==> src/common/mhif_pkg.sv <==
// Shared constants and types for the motion hold input flag block.
package mhif_pkg;
  localparam int ADDR_W     = 8;
  localparam int DATA_W     = 32;
  localparam int NUM_INPUTS = 6;
  localparam int SEL_W      = 3;
  localparam int MODE_W     = 2;
  localparam int DIST_W     = 32;
  localparam int EV_W       = 4;

  localparam logic [ADDR_W-1:0] OFF_CFG     = 8'h00;
  localparam logic [ADDR_W-1:0] OFF_CMD     = 8'h04;
  localparam logic [ADDR_W-1:0] OFF_STATUS  = 8'h08;
  localparam logic [ADDR_W-1:0] OFF_IRQ_ST  = 8'h0c;
  localparam logic [ADDR_W-1:0] OFF_IRQ_CLR = 8'h10;
  localparam logic [ADDR_W-1:0] OFF_IRQ_EN  = 8'h14;
  localparam logic [ADDR_W-1:0] OFF_REMAIN  = 8'h18;

  localparam int CFG_MODE_LSB = 0;
  localparam int CFG_HSEL_LSB = 4;
  localparam int CFG_HPOL_BIT = 7;
  localparam int CFG_ASEL_LSB = 8;
  localparam int CFG_APOL_BIT = 11;

  localparam int CMD_RESUME_BIT  = 0;
  localparam int CMD_ABANDON_BIT = 1;

  localparam int ST_HOLD_BIT  = 0;
  localparam int ST_ABN_BIT   = 1;
  localparam int ST_HELD_BIT  = 2;
  localparam int ST_DECEL_BIT = 3;

  localparam int EV_HOLD_IN = 0;
  localparam int EV_HELD    = 1;
  localparam int EV_DISCARD = 2;
  localparam int EV_RESUME  = 3;

  localparam logic [MODE_W-1:0] MODE_ZERO = 2'h0;
  localparam logic [SEL_W-1:0]  SEL_NONE  = 3'h0;
  localparam logic              POL_RST   = 1'b1;
  localparam logic [EV_W-1:0]   EV_RST    = 4'h0;
  localparam logic [DIST_W-1:0] DIST_RST  = 32'h0;

  typedef enum logic [1:0] {
    S_IDLE  = 2'b00,
    S_DECEL = 2'b01,
    S_HELD  = 2'b11
  } mhif_state_type;
endpackage

==> src/rtl/mhif_pin_sync.sv <==
// Three-stage synchroniser that accepts a change once stages two and three agree.
`timescale 1ns/1ps
`default_nettype none
module mhif_pin_sync #(
  parameter int W = 6
) (
  // Clock and reset.
  input  wire logic         clk,
  input  wire logic         srst,
  // Raw and filtered levels.
  input  wire logic [W-1:0] d_async,
  output logic      [W-1:0] q
);
  logic [W-1:0] s1_reg;
  logic [W-1:0] s2_reg;
  logic [W-1:0] s3_reg;
  wire  [W-1:0] agree = ~(s2_reg ^ s3_reg);
  wire  [W-1:0] q_next = (s2_reg & agree) | (q & ~agree);

  always_ff @(posedge clk) begin
    if (srst) begin
      s1_reg <= '0;
      s2_reg <= '0;
      s3_reg <= '0;
      q      <= '0;
    end else begin
      s1_reg <= d_async;
      s2_reg <= s1_reg;
      s3_reg <= s2_reg;
      q      <= q_next;
    end
  end
endmodule
`default_nettype wire

==> src/rtl/mhif_route.sv <==
// Routes one of the system inputs to a function flag with selectable level.
`timescale 1ns/1ps
`default_nettype none
module mhif_route #(
  parameter int N = 6
) (
  // Clock and reset.
  input  wire logic       clk,
  input  wire logic       srst,
  // Synchronised inputs and routing setup.
  input  wire logic [N-1:0] pins,
  input  wire logic [2:0] sel,
  input  wire logic       pol,
  input  wire logic       mode_zero,
  // Function flag.
  output logic            flag
);
  wire [2:0] idx    = sel - 3'h1;
  wire       routed = (sel != 3'h0) && (32'(sel) <= N);
  wire       flag_next = mode_zero && routed && (pins[idx] == pol); // [RL2] [RL3] [RL12] [RL13]

  always_ff @(posedge clk) begin
    if (srst) begin
      flag <= 1'b0;
    end else begin
      flag <= flag_next;
    end
  end
endmodule
`default_nettype wire

==> src/rtl/mhif_top.sv <==
// Motion hold and hold-abandon flags, hold sequencing and register file.
`timescale 1ns/1ps
`default_nettype none
// Functional notes
// [RL1] A read-only flag mirrors the logical state of the hold input.
// [RL2] Hold flag is 1 only when routed and the routed input is asserted.
// [RL3] An unrouted hold function forces the hold flag to zero.
// [RL4] Hold input asserted during a move requests a decelerated stop.
// [RL5] A held move resumes on command, or on start while a sequence runs.
// [RL6] Abandon input or abandon command discards the rest of a held move.
// [RL7] In mode 0 the hold function routes to any of six inputs.
// [RL8] In modes 1 to 3 the hold function is unavailable.
// [RL9] A polarity setting picks the asserted level of the hold input.
// [RL10] The abandon flag is read-only and starts at zero.
// [RL11] A flag mirrors the logical state of the abandon input.
// [RL12] Abandon flag is 1 only when routed and the routed input is asserted.
// [RL13] An unrouted abandon function forces the abandon flag to zero.
// [RL14] In mode 0 the abandon function routes to any of six inputs.
// [RL15] In modes 1 to 3 the abandon function is unavailable.
// [RL16] A separate polarity setting picks the asserted abandon level.
// [RL17] Hold flag reads 0 inactive, 1 asserted, and starts at zero.
// [RL18] Remaining distance is kept while held, then resumed or discarded.
module mhif_top #(
  parameter int NUM_IN = mhif_pkg::NUM_INPUTS
) (
  // Clock and reset.
  input  wire logic                        CLK,
  input  wire logic                        SRST,
  // Register port.
  input  wire logic [mhif_pkg::ADDR_W-1:0] ADDR,
  input  wire logic [mhif_pkg::DATA_W-1:0] WDATA,
  input  wire logic                        WR,
  input  wire logic                        RD,
  output logic      [mhif_pkg::DATA_W-1:0] RDATA,
  // System input pins.
  input  wire logic [NUM_IN-1:0]           IN_PINS,
  // Motion engine and sequencer.
  input  wire logic                        MOVE_BUSY,
  input  wire logic                        MOTOR_STOPPED,
  input  wire logic                        SEQ_RUNNING,
  input  wire logic                        START_IN,
  input  wire logic [mhif_pkg::DIST_W-1:0] REMAIN_IN,
  output logic                             DECEL_REQ,
  output logic                             RESUME_PULSE,
  output logic                             DISCARD_PULSE,
  output logic      [mhif_pkg::DIST_W-1:0] REMAIN_OUT,
  // Flags and interrupt.
  output logic                             HOLD_FLAG,
  output logic                             ABANDON_FLAG,
  output logic                             IRQ
);
  import mhif_pkg::*;

  logic [MODE_W-1:0] mode_reg;
  logic [SEL_W-1:0]  hsel_reg;
  logic              hpol_reg;
  logic [SEL_W-1:0]  asel_reg;
  logic              apol_reg;
  logic [EV_W-1:0]   ist_reg;
  logic [EV_W-1:0]   ien_reg;
  logic              hold_d_reg;
  logic [NUM_IN-1:0] pins_s;
  logic              hold_flag;
  logic              ab_flag;
  mhif_state_type    state_reg;
  mhif_state_type    state_next;

  // Register decode.
  wire wr_cfg  = WR && (ADDR == OFF_CFG);
  wire wr_cmd  = WR && (ADDR == OFF_CMD);
  wire wr_clr  = WR && (ADDR == OFF_IRQ_CLR);
  wire wr_ien  = WR && (ADDR == OFF_IRQ_EN);
  wire resume_cmd  = wr_cmd && WDATA[CMD_RESUME_BIT];
  wire abandon_cmd = wr_cmd && WDATA[CMD_ABANDON_BIT];
  wire mode_zero   = (mode_reg == MODE_ZERO);

  // Input conditioning and routing.
  mhif_pin_sync #(
    .W (NUM_IN)
  ) u_sync (
    .clk     (CLK),
    .srst    (SRST),
    .d_async (IN_PINS),
    .q       (pins_s)
  );

  // Both functions exist only in mode 0. [RL7] [RL8] [RL9]
  mhif_route #(
    .N (NUM_IN)
  ) u_hold (
    .clk       (CLK),
    .srst      (SRST),
    .pins      (pins_s),
    .sel       (hsel_reg),
    .pol       (hpol_reg),
    .mode_zero (mode_zero),
    .flag      (hold_flag)
  );

  // Abandon routing has its own selector and level. [RL14] [RL15] [RL16]
  mhif_route #(
    .N (NUM_IN)
  ) u_abandon (
    .clk       (CLK),
    .srst      (SRST),
    .pins      (pins_s),
    .sel       (asel_reg),
    .pol       (apol_reg),
    .mode_zero (mode_zero),
    .flag      (ab_flag)
  );

  assign HOLD_FLAG    = hold_flag; // [RL1]
  assign ABANDON_FLAG = ab_flag; // [RL11]

  // Hold sequencing.
  wire start_resume = SEQ_RUNNING && START_IN;
  wire go_discard   = (state_reg == S_HELD) && (ab_flag || abandon_cmd);
  wire go_resume    = (state_reg == S_HELD) && !go_discard && !hold_flag
                      && (resume_cmd || start_resume);
  wire go_held      = (state_reg == S_DECEL) && MOTOR_STOPPED;

  always_comb begin
    state_next = state_reg;
    case (state_reg)
      S_IDLE: begin
        if (hold_flag && MOVE_BUSY) begin
          state_next = S_DECEL; // [RL4]
        end
      end
      S_DECEL: begin
        if (MOTOR_STOPPED) begin
          state_next = S_HELD;
        end
      end
      S_HELD: begin
        if (go_discard || go_resume) begin
          state_next = S_IDLE; // [RL5] [RL6]
        end
      end
      default: begin
        state_next = S_IDLE;
      end
    endcase
  end

  always_ff @(posedge CLK) begin
    if (SRST) begin
      state_reg <= S_IDLE;
    end else begin
      state_reg <= state_next;
    end
  end

  // Motion outputs; the remaining distance survives resume and is cleared only by reset or discard or reloaded by the next hold.
  wire [DIST_W-1:0] remain_next = go_held ? REMAIN_IN :
                                  go_discard ? DIST_RST : REMAIN_OUT; // [RL18]

  always_ff @(posedge CLK) begin
    if (SRST) begin
      DECEL_REQ     <= 1'b0;
      RESUME_PULSE  <= 1'b0;
      DISCARD_PULSE <= 1'b0;
      REMAIN_OUT    <= DIST_RST;
    end else begin
      DECEL_REQ     <= (state_next == S_DECEL); // [RL4]
      RESUME_PULSE  <= go_resume; // [RL5]
      DISCARD_PULSE <= go_discard; // [RL6]
      REMAIN_OUT    <= remain_next;
    end
  end

  // Configuration register.
  always_ff @(posedge CLK) begin
    if (SRST) begin
      mode_reg <= MODE_ZERO;
      hsel_reg <= SEL_NONE;
      hpol_reg <= POL_RST;
      asel_reg <= SEL_NONE;
      apol_reg <= POL_RST;
    end else if (wr_cfg) begin
      mode_reg <= WDATA[CFG_MODE_LSB +: MODE_W];
      hsel_reg <= WDATA[CFG_HSEL_LSB +: SEL_W];
      hpol_reg <= WDATA[CFG_HPOL_BIT];
      asel_reg <= WDATA[CFG_ASEL_LSB +: SEL_W];
      apol_reg <= WDATA[CFG_APOL_BIT];
    end
  end

  // Interrupts: a new event wins over a clear in the same cycle.
  wire [EV_W-1:0] events = {go_resume, go_discard, go_held,
                            hold_flag && !hold_d_reg};
  wire [EV_W-1:0] clr_mask = wr_clr ? WDATA[EV_W-1:0] : EV_RST;
  wire [EV_W-1:0] ist_next = (ist_reg & ~clr_mask) | events;
  wire [EV_W-1:0] ien_next = wr_ien ? WDATA[EV_W-1:0] : ien_reg;

  always_ff @(posedge CLK) begin
    if (SRST) begin
      ist_reg    <= EV_RST;
      ien_reg    <= EV_RST;
      hold_d_reg <= 1'b0;
      IRQ        <= 1'b0;
    end else begin
      ist_reg    <= ist_next;
      ien_reg    <= ien_next;
      hold_d_reg <= hold_flag;
      IRQ        <= |(ist_next & ien_next);
    end
  end

  // Read path; data stand only in the cycle after the strobe.
  wire [DATA_W-1:0] cfg_word =
    DATA_W'({apol_reg, asel_reg, hpol_reg, hsel_reg, 2'h0, mode_reg});
  wire [DATA_W-1:0] st_word =
    DATA_W'({state_reg == S_DECEL, state_reg == S_HELD, ab_flag, hold_flag});
  wire [DATA_W-1:0] rd_mux =
    (ADDR == OFF_CFG)    ? cfg_word :
    (ADDR == OFF_STATUS) ? st_word : // [RL10] [RL17]
    (ADDR == OFF_IRQ_ST) ? DATA_W'(ist_reg) :
    (ADDR == OFF_IRQ_EN) ? DATA_W'(ien_reg) :
    (ADDR == OFF_REMAIN) ? DATA_W'(REMAIN_OUT) : '0;

  always_ff @(posedge CLK) begin
    if (SRST) begin
      RDATA <= '0;
    end else begin
      RDATA <= RD ? rd_mux : '0;
    end
  end
endmodule
`default_nettype wire

==> config.mk <==
export PLATFORM = sky130hd
export DESIGN_NAME = mhif_top
export DESIGN_NICKNAME = d
export VERILOG_FILES = /design/src/common/mhif_pkg.sv /design/src/rtl/mhif_pin_sync.sv /design/src/rtl/mhif_route.sv /design/src/rtl/mhif_top.sv
export SDC_FILE = /design/constraint.sdc
export NUM_CORES = 1
export LEC_CHECK = 0
export BUFFER_PORTS_ARGS = -buffer_cell sky130_fd_sc_hd__clkbuf_2
export CAP_MARGIN = 10
export CELL_PAD_IN_SITES_DETAIL_PLACEMENT = 0
export CELL_PAD_IN_SITES_GLOBAL_PLACEMENT = 1
export CORE_ASPECT_RATIO = 0.75
export CORE_MARGIN = 4
export CORE_UTILIZATION = 30
export CTS_CLUSTER_SIZE = 28
export DETAILED_ROUTE_END_ITERATION = 16
export MAX_ROUTING_LAYER = met4
export PLACE_DENSITY_LB_ADDON = 0.08
export SLEW_MARGIN = 30
export SYNTH_ARGS = -nofsm -noshare
export SYNTH_HDL_FRONTEND = slang
export SYNTH_SLANG_ARGS = --single-unit
==> constraint.sdc <==
create_clock -name CLK -period 3.1 [get_ports CLK]
set_input_delay 0.62 -clock CLK [delete_from_list [all_inputs] [get_ports CLK]]
set_output_delay 0.62 -clock CLK [all_outputs]
set_load 0.03 [all_outputs]
== After elaboration in Yosys (flattened, before gate mapping) ==
Cells that the tools add are included.

* Register bits after elaboration: 115
* Bits in latches: 0
* RAM bits: 0
* ROM bits: 0
* Output and inout bits: 70
* Logic and storage cells: 105
* Memories: 0

* $add $sub $neg: 2
* $mul: 0
* Divide/modulo/power cells: 0
* Order comparisons: 4
* Equal/unequal tests: 11
* Shifts and indexed selects: 0
* Muxes and demuxes: 17
* Bitwise operators: 12
* Reduce and logical (&&, ||, !) cells: 36

{| class="wikitable"
|+ Operators by type and width
! kind !! count
|-
| $mux 32 || 2
|-
| $mux 12 || 5
|-
| $eq 8x5->1 const B || 3
|-
| $logic_and 1x1->1 || 20
|-
| $eq 8x4->1 const B || 2
|-
| $and 6x6->6 || 2
|-
| $not 6->6 || 2
|-
| $and 4x4->4 || 2
|-
| $eq 8x3->1 const B || 1
|-
| $logic_not 8->1 || 1
|-
| $lt 3x4->1 const B || 2
|-
| $mux 4 || 2
|-
| $reduce_or 7->1 || 1
|-
| $bmux 1 s3 || 2
|-
| $le 3x3->1 const B || 2
|-
| $mux 2 || 3
|-
| $or 6x6->6 || 1
|-
| $pmux 2 s3 || 1
|-
| $reduce_bool 3->1 || 2
|-
| $sub 3x1->3 const B || 2
|-
| $xor 6x6->6 || 1
|-
| $eq 2x1->1 const B || 2
|-
| $logic_not 2->1 || 2
|-
| $not 4->4 || 1
|-
| other kinds (11) || 18
|}

== Depth between registers and ports, before layout ==
* Depth in word-level cells: 13
* Depth in mapped cells: 8
* Gate-level depth less buffers: 7

== Modules after synthesis ==
A second synthesis with hierarchy kept.

* Cells, all modules: 404
* Area, all modules: 4175.3 um^2

{| class="wikitable"
|+ By module, submodules not included
! module !! times used !! cells an instance !! area an instance (um^2)
|-
| mhif_top || 1 || 312 || 3156.8
|-
| mhif_pin_sync || 1 || 62 || 720.7
|-
| mhif_route || 2 || 15 || 148.9
|}

== Worst setup path after synthesis ==
OpenSTA, ideal clock, no wires.

* Kind: input to register
* Start: input ADDR[4] (netlist name)
* End: register REMAIN_OUT[16] (netlist name)
* Library setup time: 143 ps
* Data arrival time: 1965 ps
* Data required time: 2957 ps
* Path slack: 991 ps
* Stages on the path: 8
* Buffers on the path: 3
* Path through: buf_6 nor4_4 a41oi_4 or2_1 buf_6 buf_12 nand3_2 a21oi_2

* Word-level cells in the longest chain between the ends: 6

{| class="wikitable"
|+ Ends and longest elaborated chain
! element !! RTL line !! RTL
|-
| start, declared || mhif_top.sv:30 || <nowiki>input wire logic [mhif_pkg::ADDR_W-1:0] ADDR,</nowiki>
|-
| $eq 8x3->1 || mhif_top.sv:70 || <nowiki>wire wr_cmd = WR && (ADDR == OFF_CMD);</nowiki>
|-
| $logic_and 1x1->1 || mhif_top.sv:70 ||
|-
| $logic_and 1x1->1 || mhif_top.sv:74 || <nowiki>wire abandon_cmd = wr_cmd && WDATA[CMD_ABANDON_BIT];</nowiki>
|-
| $logic_or 1x1->1 || mhif_top.sv:118 || <nowiki>wire go_discard = (state_reg == S_HELD) && (ab_flag || abandon_cmd);</nowiki>
|-
| $logic_and 1x1->1 || mhif_top.sv:118 ||
|-
| $reduce_bool 2->1 (no line) || n/a ||
|-
| end signal, assigned || mhif_top.sv:169 || <nowiki>REMAIN_OUT <= remain_next;</nowiki>
|-
| end, declared || mhif_top.sv:46 || <nowiki>output logic [mhif_pkg::DIST_W-1:0] REMAIN_OUT,</nowiki>
|}

Every way passes these cells.
A chain may end at the register's enable or synchronous reset.

== Worst setup path in the final report ==
* Start: input ADDR[2] (netlist name)
* End: register REMAIN_OUT[9] (netlist name)

Same word-level chain as after synthesis.

==> key figures <==
Critical path
  • Critical Path RT: 3360 ps
  • Capture point of the worst reg-to-reg path: REMAIN_OUT[8]
  • CP Class: in2reg
  • CP max FO: 33
  • Worst R2R Setup Slack: 1360 ps
  • Worst setup SP type: input pin
  • R2R cell count: 5
  • Worst flop-to-flop path startpoint: u_abandon.flag
  • Critical Path AT: 2420 ps
  • Crit. End Element: register

Synthesis
  • Flop and latch count out of synthesis: 115
  • Simple-Gate Fraction of Synth Area: 24.0%
  • Synth area leader: dfxtp_1
  • Netlist Area Pre-Place: 0.00462 mm2
  • Top-count cell post-synth: dfxtp_1
  • Sequential area share after synthesis: 49.9%
  • Post-synthesis compound-gate area fraction: 14.4%
  • Adder-cell share of the synthesized area: 1.63%
  • Most frequent cells after synthesis: 115 x dfxtp_1, 53 x nand2_1, 29 x a21oi_2, 29 x nand3_2, 25 x and2_1
  • Prevailing post-synth register cell: dfxtp_1
  • Distinct cells, synth: 50
  • Largest family of logic cells by synthesized area: simple AND/OR/NAND/NOR gates
  • Fraction of registers with async set/reset: 0%
  • Synth warn: 0
  • Number of synthesized flops with an enable pin: 0
  • Synth area leaders: dfxtp_1 50%, nand3_2 6.3%, a21oi_2 5.5%
  • Synth Area in XOR/XNOR: 0.759%
  • Post-Syn Nets: 541
  • Area share of the largest cell type after synthesis: 49.9%
  • Mean Syn Cell Area: 10.3 um2
  • Mapped Cells: 449
  • Mux cell area share after synthesis: 4.99%

STA
  • Slew headroom: 58.7%
  • Measured slew at the worst slew-check pin: 619 ps
  • RSZ-0062 raised after global routing: false
  • Final Hold Viols: 0
  • Final Max Slew Viols: 0
  • Clk_skew: 10.1 ps
  • Final setup fails: 0
  • Fmax achieved: 0.463 GHz
  • Setup TNS: 0 ps
  • Min Tclk post-route: 2160 ps
  • Final period util: 69.7%

Placed design
  • Placed cell area: 0.00545 mm2
  • DP Wirelength: 8730 um
  • Placed cells: 766
  • # port buffers: 135
  • Gpl congestion: 0.789

Layout
  • Register area: 0.00230 mm2
  • Final nets: 677
  • Fill cells: 1484
  • Final Util: 40.8%
  • Proportion of layout cells with a drive suffix above 1: 41.5%
  • Area Overhead vs Synth: 30.7%
  • Diodes inserted: 0
  • Top Registers: RDATA x32, REMAIN_OUT x32
  • Multi-input gate area: 0.00212 mm2
  • Final instance area: 0.00603 mm2
  • Fin cells: 798

Worst hold path
  • Hold depth: 2
  • Worst min path class: in2reg
  • Hold Path Sink: u_sync.s1_reg[2]
  • HP Start: IN_PINS[2]

Pwr
  • Power Total: 3.52 mW
  • Pwr dens: 583 mW/mm2
  • Peak supply drop: 363 uV
  • Leak Pwr: 2.44 nW

Route
  • Post-DRT Antenna Nets: 0
  • Vias: 3635
  • Drt pass-1 iters: 4
  • Final WL: 12500 um
  • DRT iter0 DRCs: 208
  • Via density: 4.56
  • Drt wl/cell: 15.6 um
  • DRC Markers: 0

Clock tree
  • Post-cts sizing count: 0
  • CTS Sinks: 115
  • Number of post-CTS setup repair buffers: 0
  • CTS tree: done
  • H-tree Lvls: 4
  • Root Buffer: clkbuf_16
  • Clk slew on worst S/H paths: 50 ps
  • Post-CTS Hold Buffers: 0
  • CTS buffer count: 17
  • Clock latency on the worst-skew pair: 410 ps
  • Clock buffer depth: 2

GRT
  • Vias in the first global route: 3512
  • Largest net degree at the start of global routing: 39
  • First-pass GRT wire length: 19400 um
  • GRT Overall Usage: 14.9%
  • Initial antenna violation count: 0
  • Total gr overflow: 0

Flow run
  • Max-Cap Viols: 0

Die
  • Std cell rows: 38
  • IO Count: 156
  • Area of the die: 0.0175 mm2
  • Core area: 0.0148 mm2
  • Die Wd: 151 um
  • Die Y: 115 um
  • Starting Density: 31.2%

Run status
  • Status: complete, no violations
-- power breakdown --
part	internal [mW]	switching, mW	leakage [nW]	total (mW)
clock network	1.19	0.723	0.273	1.91
registers	1.49	0.00350	0.929	1.49
logic	0.0469	0.0642	1.24	0.111
total	2.73	0.791	2.44	3.52
-- worst max-delay path by stage --
stage	startpoint	to	slack [ps]	cells past startpoint
6_report	ADDR[2]	REMAIN_OUT[9]	940	7
5_1_grt	ADDR[2]	REMAIN_OUT[8]	840	7
4_1_cts	ADDR[2]	REMAIN_OUT[8]	960	7
3_5_place_dp	ADDR[2]	REMAIN_OUT[9]	530	7
3_3_place_gp	ADDR[2]	REMAIN_OUT[9]	540	7
2_1_floorplan	ADDR[4]	REMAIN_OUT[16]	990	8
-- kinds of logic after synthesis --
family,after synthesis
simple gates,179
fa+ha+maj,6
buf+inv,35
mux,20
xor+xnor,4
flops,115
compound gates,90
-- layer usage --
layer | share of wire [%] | wire, um | GRT usage (%) | vias up
met1 | 51 | 6330 | 21.3 | 1686
met2 | 42 | 5230 | 20.7 | 113
met4 | 0.95 | 118 | 4.29 | 0
li1 | - | - | - | 1823
met3 | 6.3 | 785 | 3.91 | 13
met5 | 0 | 0 | - | -
-- final cells by class --
type	instances	share of cell area, %
Tap cell	200	4.15
Multi-Input combinational cell	299	35.1
Clock buffer	18	7.11
Inverter	8	0.498
Timing Repair Buffer	144	12.4
Sequential cell	115	38.2
Clock inverter	14	2.59
-- placed cells by master (no fill, tap or decap), types with 8 or more instances in the layout --
cell type,instances
clkbuf_2,134
dfxtp_1,115
nand2_1,53
nand3_2,29
a21oi_2,29
and2_1,25
nor2b_1,24
nor2_1,17
a21oi_1,17
clkbuf_16,17
o21ai_0,15
mux2i_1,14
buf_4,10
inv_1,8
a22o_1,8
-- stage by stage --
stage / hold WS (ps) / worst slack (ps)
after floorplan: 414 / 991
final: 426 / 940
after global routing: 416 / 844
after global placement: 426 / 540
after detailed placement: 422 / 533
after CTS: 412 / 959
-- critical path: stages --
cell and delay (ps):
clkbuf_2 250, nor4b_4 420, a41oi_4 230, or2_2 310, buf_4 310, nand3_1 160, a21oi_1 70
No activity file was read; power rests on OpenSTA's default activity.
